$ cat src/hw/stw_pkg.sv
package stw_pkg;
   // ----------------------------------------
   // Register offsets
   // ----------------------------------------
   localparam logic [3:0] OFS_TMR_CFG = 4'h0;
   localparam logic [3:0] OFS_CMP_A = 4'h1;
   localparam logic [3:0] OFS_CMP_B = 4'h2;
   localparam logic [3:0] OFS_COUNT = 4'h3;
   localparam logic [3:0] OFS_CAL_DIV = 4'h4;
   localparam logic [3:0] OFS_INT_FLAG = 4'h5;
   localparam logic [3:0] OFS_WAKE_EN = 4'h6;
   localparam logic [3:0] OFS_GPIO_WAKE = 4'h7;
   localparam logic [3:0] OFS_PWR_CMD = 4'h8;
   localparam logic [3:0] OFS_WAKE_SRC = 4'h9;
   localparam logic [3:0] OFS_PWR_STAT = 4'ha;
   // ----------------------------------------
   // Field positions
   // ----------------------------------------
   localparam int TMR_SEL_BIT = 4;
   localparam int TMR_EN_BIT = 5;
   localparam int WS_TIMER = 0;
   localparam int WS_IRQ = 1;
   localparam int WS_DEBUG = 2;
   localparam int WS_SERIAL = 3;
   localparam int WS_GPIO = 4;
   localparam int WS_W = 5;
   localparam logic [1:0] CMD_IDLE = 2'h1;
   localparam logic [1:0] CMD_DEEP = 2'h2;
   // ----------------------------------------
   // Reset values and timing
   // ----------------------------------------
   localparam logic [15:0] CAL_DIV_RST = 16'h2710;
   localparam logic [3:0] MAX_DIV = 4'ha;
   localparam logic [3:0] SAVE_CYCLES = 4'h8;
   localparam logic [15:0] CFG_RST = 16'h0000;
   localparam logic [4:0] WAKE_EN_RST = 5'h07;
   typedef enum {PM_ACTIVE, PM_IDLE, PM_SAVE, PM_DEEP, PM_RESTORE} stw_mode_t;
   typedef struct packed {
      logic [3:0] addr;
      logic [15:0] wdata;
      logic wr;
      logic rd;
   } stw_bus_t;
endpackage

$ cat src/hw/stw_sleep_ctrl.sv
// Added by the designer: the plain strobed port and the register addresses.
`timescale 1ns/100ps
module stw_sleep_ctrl #(
   parameter int GPIO_W = 16
) (
   // Clock and reset
   input wire logic clk_i,
   input wire logic rst_b_i,
   input wire logic clk_en_i,
   // Register port
   input wire stw_pkg::stw_bus_t bus_i,
   output logic [15:0] rdata_o,
   // Clock sources, pins (asynchronous)
   input wire logic rc10k_i,
   input wire logic xtal32k_i,
   input wire logic ext_irq_i,
   input wire logic serial_act_i,
   input wire logic serial_debug_port_wake_i,
   input wire logic [GPIO_W-1:0] gpio_in_i,
   // Core side
   input wire logic core_irq_i,
   input wire logic [GPIO_W-1:0] gpio_out_i,
   output logic [GPIO_W-1:0] gpio_out_o,
   output logic cpu_halt_o,
   output logic core_pwr_en_o,
   output logic regulator_output_o,
   output logic lv_rst_b_o,
   output logic ctx_save_o,
   output logic ctx_restore_o,
   output logic serial_rx_en_o,
   output logic irq_cmp_a_o,
   output logic irq_cmp_b_o
);
   // ----------------------------------------
   // Input synchronisers
   // ----------------------------------------
   localparam int SYN_W = 5 + GPIO_W;
   logic [SYN_W-1:0] syn1_r, syn2_r;
   always_ff @(posedge clk_i or negedge rst_b_i) begin
      if (!rst_b_i) begin
         syn1_r <= '0;
         syn2_r <= '0;
      end else if (clk_en_i) begin
         syn1_r <= {gpio_in_i, serial_debug_port_wake_i, serial_act_i, ext_irq_i, xtal32k_i, rc10k_i};
         syn2_r <= syn1_r;
      end
   end
   wire rc_s = syn2_r[0];
   wire xt_s = syn2_r[1];
   wire irq_s = syn2_r[2];
   wire ser_s = syn2_r[3];
   wire dbg_s = syn2_r[4];
   wire [GPIO_W-1:0] gpio_s = syn2_r[SYN_W-1:5];
   logic rc_d_r, xt_d_r;
   logic [GPIO_W-1:0] gpio_d_r;
   always_ff @(posedge clk_i or negedge rst_b_i) begin
      if (!rst_b_i) begin
         rc_d_r <= 1'b0;
         xt_d_r <= 1'b0;
         gpio_d_r <= '0;
      end else if (clk_en_i) begin
         rc_d_r <= rc_s;
         xt_d_r <= xt_s;
         gpio_d_r <= gpio_s;
      end
   end
   wire rc_tick = rc_s & ~rc_d_r;
   wire xt_tick = xt_s & ~xt_d_r;
   // ----------------------------------------
   // Registers
   // ----------------------------------------
   logic [15:0] cfg_r, cmp_a_r, cmp_b_r, cal_div_r, gpio_wake_mask_low_r;
   logic [4:0] wake_en_r, wake_src_r;
   logic [15:0] count_r, cal_cnt_r;
   logic [9:0] pre_r;
   logic [1:0] flag_r;
   logic cal_tick_r;
   wire sel_xtal = cfg_r[stw_pkg::TMR_SEL_BIT];
   wire tmr_en = cfg_r[stw_pkg::TMR_EN_BIT];
   wire [3:0] div_n = (cfg_r[3:0] > stw_pkg::MAX_DIV) ? stw_pkg::MAX_DIV : cfg_r[3:0];
   wire base_tick = sel_xtal ? xt_tick : cal_tick_r;
   wire [10:0] pre_next = {1'b0, pre_r} + 11'h001;
   wire pre_done = base_tick & (pre_next == (11'h001 << div_n));
   wire wr_cfg = bus_i.wr & (bus_i.addr == stw_pkg::OFS_TMR_CFG);
   wire wr_a = bus_i.wr & (bus_i.addr == stw_pkg::OFS_CMP_A);
   wire wr_b = bus_i.wr & (bus_i.addr == stw_pkg::OFS_CMP_B);
   wire wr_cnt = bus_i.wr & (bus_i.addr == stw_pkg::OFS_COUNT);
   wire wr_cal = bus_i.wr & (bus_i.addr == stw_pkg::OFS_CAL_DIV);
   wire wr_flag = bus_i.wr & (bus_i.addr == stw_pkg::OFS_INT_FLAG);
   wire wr_wen = bus_i.wr & (bus_i.addr == stw_pkg::OFS_WAKE_EN);
   wire wr_gw = bus_i.wr & (bus_i.addr == stw_pkg::OFS_GPIO_WAKE);
   wire wr_cmd = bus_i.wr & (bus_i.addr == stw_pkg::OFS_PWR_CMD);
   wire wr_src = bus_i.wr & (bus_i.addr == stw_pkg::OFS_WAKE_SRC);
   // Match is taken on the tick that loads the compare value, so a count sitting on it flags once
   wire [15:0] count_nxt = count_r + 16'h0001;
   wire match_a = tmr_en & pre_done & (count_nxt == cmp_a_r);
   wire match_b = tmr_en & pre_done & (count_nxt == cmp_b_r);
   // ----------------------------------------
   // Calibrated source
   // ----------------------------------------
   // A zero divider is stored as one, so the subtraction never underflows
   function automatic logic cal_wrap(input logic [15:0] cnt, input logic [15:0] div);
      cal_wrap = (cnt >= div - 16'h0001);
   endfunction
   wire cal_last = cal_wrap(cal_cnt_r, cal_div_r);
   always_ff @(posedge clk_i or negedge rst_b_i) begin
      if (!rst_b_i) begin
         cal_cnt_r <= '0;
         cal_tick_r <= 1'b0;
      end else if (clk_en_i) begin
         cal_tick_r <= rc_tick & cal_last;
         if (rc_tick) begin
            cal_cnt_r <= cal_last ? 16'h0000 : cal_cnt_r + 16'h0001;
         end
      end
   end
   // Sleep timer and its settings stay in the always-on domain
   always_ff @(posedge clk_i or negedge rst_b_i) begin
      if (!rst_b_i) begin
         count_r <= '0;
         pre_r <= '0;
      end else if (clk_en_i) begin
         if (wr_cnt) begin
            count_r <= bus_i.wdata;
            pre_r <= '0;
         end else if (tmr_en & base_tick) begin
            pre_r <= pre_done ? 10'h000 : pre_next[9:0];
            if (pre_done) begin
               count_r <= count_nxt;
            end
         end
      end
   end
   always_ff @(posedge clk_i or negedge rst_b_i) begin
      if (!rst_b_i) begin
         flag_r <= '0;
      end else if (clk_en_i) begin
         // Set wins over a clear in the same cycle
         flag_r[0] <= match_a | (flag_r[0] & ~(wr_flag & bus_i.wdata[0]));
         flag_r[1] <= match_b | (flag_r[1] & ~(wr_flag & bus_i.wdata[1]));
      end
   end
   assign irq_cmp_a_o = flag_r[0];
   assign irq_cmp_b_o = flag_r[1];
   always_ff @(posedge clk_i or negedge rst_b_i) begin
      if (!rst_b_i) begin
         cfg_r <= stw_pkg::CFG_RST;
         cmp_a_r <= '0;
         cmp_b_r <= '0;
         cal_div_r <= stw_pkg::CAL_DIV_RST;
         wake_en_r <= stw_pkg::WAKE_EN_RST;
         gpio_wake_mask_low_r <= '0;
      end else if (clk_en_i) begin
         if (wr_cfg) cfg_r <= bus_i.wdata;
         if (wr_a) cmp_a_r <= bus_i.wdata;
         if (wr_b) cmp_b_r <= bus_i.wdata;
         if (wr_cal) cal_div_r <= (bus_i.wdata == 16'h0000) ? 16'h0001 : bus_i.wdata;
         if (wr_wen) wake_en_r <= bus_i.wdata[stw_pkg::WS_W-1:0];
         if (wr_gw) gpio_wake_mask_low_r <= bus_i.wdata;
      end
   end
   // ----------------------------------------
   // Power mode sequencer
   // ----------------------------------------
   stw_pkg::stw_mode_t mode_r, mode_nxt;
   logic [3:0] seq_r;
   logic [GPIO_W-1:0] gpio_hold_r;
   wire [GPIO_W-1:0] gpio_chg = (gpio_s ^ gpio_d_r) & gpio_wake_mask_low_r[GPIO_W-1:0];
   wire [stw_pkg::WS_W-1:0] ev_raw = {|gpio_chg, ser_s, dbg_s, irq_s, match_a};
   wire [stw_pkg::WS_W-1:0] ev = ev_raw & wake_en_r;
   wire in_sleep = (mode_r == stw_pkg::PM_SAVE) | (mode_r == stw_pkg::PM_DEEP) | (mode_r == stw_pkg::PM_RESTORE);
   wire seq_done = (seq_r == stw_pkg::SAVE_CYCLES - 4'h1);
   always_comb begin
      mode_nxt = mode_r;
      case (mode_r)
         stw_pkg::PM_ACTIVE: begin
            if (wr_cmd & (bus_i.wdata[1:0] == stw_pkg::CMD_IDLE)) mode_nxt = stw_pkg::PM_IDLE;
            else if (wr_cmd & (bus_i.wdata[1:0] == stw_pkg::CMD_DEEP)) mode_nxt = stw_pkg::PM_SAVE;
         end
         stw_pkg::PM_IDLE: begin
            if (core_irq_i | flag_r[0] | flag_r[1] | irq_s | dbg_s) mode_nxt = stw_pkg::PM_ACTIVE;
         end
         stw_pkg::PM_SAVE: begin
            if (seq_done) mode_nxt = stw_pkg::PM_DEEP;
         end
         stw_pkg::PM_DEEP: begin
            if (|ev) mode_nxt = stw_pkg::PM_RESTORE;
         end
         stw_pkg::PM_RESTORE: begin
            if (seq_done) mode_nxt = stw_pkg::PM_ACTIVE;
         end
         default: mode_nxt = stw_pkg::PM_ACTIVE;
      endcase
   end
   always_ff @(posedge clk_i or negedge rst_b_i) begin
      if (!rst_b_i) begin
         mode_r <= stw_pkg::PM_ACTIVE;
         seq_r <= '0;
      end else if (clk_en_i) begin
         mode_r <= mode_nxt;
         seq_r <= (mode_nxt != mode_r) ? 4'h0 : seq_r + 4'h1;
      end
   end
   // Cause plus any later event until restore ends; set beats software clear
   always_ff @(posedge clk_i or negedge rst_b_i) begin
      if (!rst_b_i) begin
         wake_src_r <= '0;
      end else if (clk_en_i) begin
         wake_src_r <= (wake_src_r & ~({stw_pkg::WS_W{wr_src}} & bus_i.wdata[stw_pkg::WS_W-1:0]))
            | (((mode_r == stw_pkg::PM_DEEP) | (mode_r == stw_pkg::PM_RESTORE)) ? ev : 5'h00);
      end
   end
   always_ff @(posedge clk_i or negedge rst_b_i) begin
      if (!rst_b_i) begin
         gpio_hold_r <= '0;
      end else if (clk_en_i) begin
         if (!in_sleep) gpio_hold_r <= gpio_out_i;
      end
   end
   // Pins see the live value while awake and the latched one from save through restore; pads stay powered
   assign gpio_out_o = in_sleep ? gpio_hold_r : gpio_out_i;
   assign cpu_halt_o = (mode_r != stw_pkg::PM_ACTIVE);
   assign core_pwr_en_o = (mode_r != stw_pkg::PM_DEEP);
   assign regulator_output_o = (mode_r != stw_pkg::PM_DEEP);
   assign lv_rst_b_o = (mode_r != stw_pkg::PM_DEEP);
   assign ctx_save_o = (mode_r == stw_pkg::PM_SAVE);
   assign ctx_restore_o = (mode_r == stw_pkg::PM_RESTORE);
   assign serial_rx_en_o = !in_sleep;
   // ----------------------------------------
   // Read port
   // ----------------------------------------
   wire [2:0] mode_code = (mode_r == stw_pkg::PM_ACTIVE) ? 3'h0 : (mode_r == stw_pkg::PM_IDLE) ? 3'h1 :
      (mode_r == stw_pkg::PM_SAVE) ? 3'h2 : (mode_r == stw_pkg::PM_DEEP) ? 3'h3 : 3'h4;
   logic [15:0] rsel;
   always_comb begin
      if (bus_i.addr == stw_pkg::OFS_TMR_CFG) rsel = cfg_r;
      else if (bus_i.addr == stw_pkg::OFS_CMP_A) rsel = cmp_a_r;
      else if (bus_i.addr == stw_pkg::OFS_CMP_B) rsel = cmp_b_r;
      else if (bus_i.addr == stw_pkg::OFS_COUNT) rsel = count_r;
      else if (bus_i.addr == stw_pkg::OFS_CAL_DIV) rsel = cal_div_r;
      else if (bus_i.addr == stw_pkg::OFS_INT_FLAG) rsel = {14'h0000, flag_r};
      else if (bus_i.addr == stw_pkg::OFS_WAKE_EN) rsel = {11'h000, wake_en_r};
      else if (bus_i.addr == stw_pkg::OFS_GPIO_WAKE) rsel = gpio_wake_mask_low_r;
      else if (bus_i.addr == stw_pkg::OFS_WAKE_SRC) rsel = {11'h000, wake_src_r};
      else if (bus_i.addr == stw_pkg::OFS_PWR_STAT) rsel = {13'h0000, mode_code};
      else rsel = 16'h0000;
   end
   always_ff @(posedge clk_i or negedge rst_b_i) begin
      if (!rst_b_i) begin
         rdata_o <= '0;
      end else if (clk_en_i) begin
         rdata_o <= bus_i.rd ? rsel : 16'h0000;
      end
   end
endmodule

$ cat config.mk
export PLATFORM = sky130hd
export DESIGN_NAME = stw_sleep_ctrl
export DESIGN_NICKNAME = d
export VERILOG_FILES = /design/src/hw/stw_pkg.sv /design/src/hw/stw_sleep_ctrl.sv
export SDC_FILE = /design/constraint.sdc
export NUM_CORES = 1
export LEC_CHECK = 0
export ABC_AREA = 1
export BUFFER_PORTS_ARGS = -buffer_cell sky130_fd_sc_hd__buf_2
export CAP_MARGIN = 20
export CELL_PAD_IN_SITES_DETAIL_PLACEMENT = 1
export CELL_PAD_IN_SITES_GLOBAL_PLACEMENT = 1
export CORE_MARGIN = 2
export CORE_UTILIZATION = 50
export CTS_BUF_LIST = sky130_fd_sc_hd__clkbuf_8
export CTS_CLUSTER_DIAMETER = 80
export DETAILED_ROUTE_END_ITERATION = 6
export PLACE_DENSITY = 0.93
export SYNTH_ARGS = -nofsm -noshare
export SYNTH_HDL_FRONTEND = slang
export SYNTH_SLANG_ARGS = --single-unit
$ cat constraint.sdc
create_clock -name clk_i -period 4.5 [get_ports clk_i]
set_input_delay 0.225 -clock clk_i [delete_from_list [all_inputs] [get_ports clk_i]]
set_output_delay 0.225 -clock clk_i [all_outputs]
set_load 0.02 [all_outputs]
==> impl_metrics.toml <==
[outcome]
status = "completed"

[critical_path]
cp_max_fo = 11
worst_ep_required_time_ns = 4.98
path_delay_family = "simple AND/OR/NAND/NOR gates"
crit_cells = 15
critPathMostFrequentCell = "nand2_1"
crit_slowest_cell = "dfrtp_1"
r2r_cells = 15
cpPeakStageDelay_ns = 0.46
cp_cell_sequence = "nor2_1 > nand2_1 > nor3_1 > nand3_1 > nor3_1 > nand3_1 > xor2_1 > ha_1 > nand2_1 > a21oi_1 > a211oi_1 > nand2_1 > nand2_1 > inv_1 > nor3b_1"
critPathArrivalTime_ns = 4.05
criticalPathCategory = "reg -> reg"
start_kind = "flip-flop"
critPathBufInv = 1
crit_path_end_kind = "flip-flop"

[timing]
setup_viol = 0
max_freq_mhz = 280
period_minus_slack_ns = 3.57
hold_violations = 0
fin_skew_ns = 0.0555
rsz0062_at_grt = "no"
hold_ws_ns = 0.0293
fin_setup_tns_ns = 0
tightest_slew_ns = 1.07
max-slew-margin-rel = 0.284
final.period_utilization = 0.793
slew_violations = 0

[floorplan]
initial_core_util = 0.507
fp-row-count = 60
dieArea_sq_um = 28600
core-area_sq_um = 26900
die-width_um = 169
fp.dieH_um = 169
ios = 104

[cts]
post-cts-setup-buffer-count = 0
cts_hold_buffers = 38
clkTransAtPathRegs_ns = 0.06
insertion_delay_ns = 0.62
numCtsBuffers = 47
cts_resized = 0
cts_max_path_buffers = 3
cts-root-buf = "clkbuf_8"
cts_sinks = 263
h-tree-depth = 2
cts_tree = "yes"

[finish]
instances_no_fill = 2300
nets = 2005
drive_gt1_frac = 0.110
final.fill_count = 3345
layout-area-overhead-vs-synth_pct = 15.8
design_area_sq_um = 15800

[synthesis]
synth_commonest_cells = "nand2_1, dfrtp_1, inv_1"
async_flop_share = 1.00
synthTopCellsByArea = "dfrtp_1, nand2_1, o21ai_0, inv_1, nor2_1"
synth.distinct_cells = 50
yosysWarnings = 0
syn_inst = 1778
ys_seq_elements = 263
synth_enable_flop_cells = 0
synth_top_area_frac = 0.468
synth_most_common_cell = "nand2_1"
ys.flop_type = "dfrtp_1"
netlist_area_sq_um = 13600
synth-seq-area-share = 0.483
syn_nets = 1862
yosys.area.top_type = "dfrtp_1"
syn_area_per_cell_sq_um = 7.67

[placement]
gp_congestion = 0.924
dpl.cell_count = 2171
hpwl_mm = 31.5
placed_area_sq_um = 14400
io_buffers = 103

[route]
ant_nets = 0
viasPerCell = 6.04
drc = 0
vias = 13893
first_pass_iters = 5
drt-total-wl_mm = 52.6
first_iter_violations = 1314
wire_per_inst_um = 22.9

[pwr]
p_leak_nw = 8.02
p_per_area_nw_per_um2 = 492
irDropWorstVdd_mv = 0.374
power.total_mw = 7.77

[grt]
grt_max_degree = 124
grt_usage = 0.367
grt_overflow = 0
grt_pass1_vias = 14956
grt_pass1_wl_mm = 82.1
antenna_found_initial = 1

[worst_hold_path]
hold-path-cell-count = 3
hp-class = "in -> reg"

[job]
drv_cap = 0
==> registers in the layout, indices dropped and copies added, names as in the netlist, 2 cells and up <==
name                  count
mode_r                   32
syn1_r                   21
syn2_r                   21
cal_cnt_r                16
cal_div_r                16
cfg_r                    16
cmp_a_r                  16
cmp_b_r                  16
count_r                  16
gpio_d_r                 16
gpio_hold_r              16
gpio_wake_mask_low_r     16
rdata_o                  16
pre_r                    10
wake_en_r                 5
wake_src_r                5
seq_r                     4
flag_r                    2
==> path summary, 6_finish.rpt <==
check	from	to	slack (ns)
max in group asynchronous	rst_b_i	rdata_o[12]	2.86
max reg2reg	cal_div_r[2]	cal_cnt_r[8]	0.93
max	cal_div_r[2]	cal_cnt_r[8]	0.93
min in group asynchronous	rst_b_i	gpio_hold_r[6]	0.29
min	bus_i[4]	count_r[2]	0.03
min reg2reg	syn1_r[13]	syn1_r[13]	0.47
==> layer usage <==
layer / vias to the layer above / track usage / share of wire
li1: 6071 / - / -
met1: 6955 / 0.445 / 0.39
met2: 643 / 0.621 / 0.48
met3: 224 / 0.0616 / 0.064
met4: 0 / 0.211 / 0.064
met5: - / 0 / 0
==> tightest hold or removal path, stage by stage <==
cell and delay [ns]:
buf_2 0.12, o211ai_1 0.12, o21ai_0 0.11
==> power breakdown <==
group	internal (mW)	switching [mW]
Combinational	0.721	1.50
Clock	1.16	1.17
Sequential	2.78	0.437
Total	4.67	3.11
==> cell usage in the layout, fill, tap and decap left out, types with 3 or more instances in the layout <==
master and n:
nand2_1 554, dfrtp_1 255, inv_1 244, o21ai_0 197
nor2_1 118, buf_2 101, nand3_1 80, clkbuf_8 57
nand4_1 40, a21oi_1 40, dlygate4sd3_1 38, o211ai_1 34
ha_1 21, nor3_1 20, xor2_1 20, nor4_1 11
o22ai_1 11, o21ai_1 10, buf_4 9, nand3b_1 8
a221oi_1 8, dfstp_2 8, xnor2_1 7, nor2_2 7
o221ai_1 5, nand2_2 4, or2_2 4, clkinv_2 4
buf_8 4, o31ai_1 3
==> through the flow <==
step           setup slack [ns]   util
2_1_floorplan              1.67      -
3_3_place_gp               1.36  0.536
3_5_place_dp               1.15  0.536
4_1_cts                   0.975  0.585
5_1_grt                   0.738  0.588
6_report                  0.931  0.588
==> final cells by class <==
| cell class | instances | area, sq um | area share |
|---|---|---|---|
| multi-input cells | 1228 | 5930 | 0.376 |
| inverters | 227 | 852 | 0.0539 |
| clock buffers | 57 | 785 | 0.0497 |
| diodes | 1 | 2.50 | 0.000158 |
| clock inverters | 29 | 145 | 0.00919 |
| repair buffers | 154 | 1060 | 0.0670 |
| well taps | 341 | 427 | 0.0270 |
| flip-flops and latches | 263 | 6590 | 0.417 |
==> logic make-up after synthesis <==
family          count (synthesis)  share of synthesized area
flops                         263                      0.483
compound gates                322                      0.133
simple gates                  858                      0.264
xor+xnor                       27                     0.0173
buf+inv                       287                     0.0820
fa+ha+maj                      21                     0.0193
No activity file was read; power rests on OpenSTA's default activity.
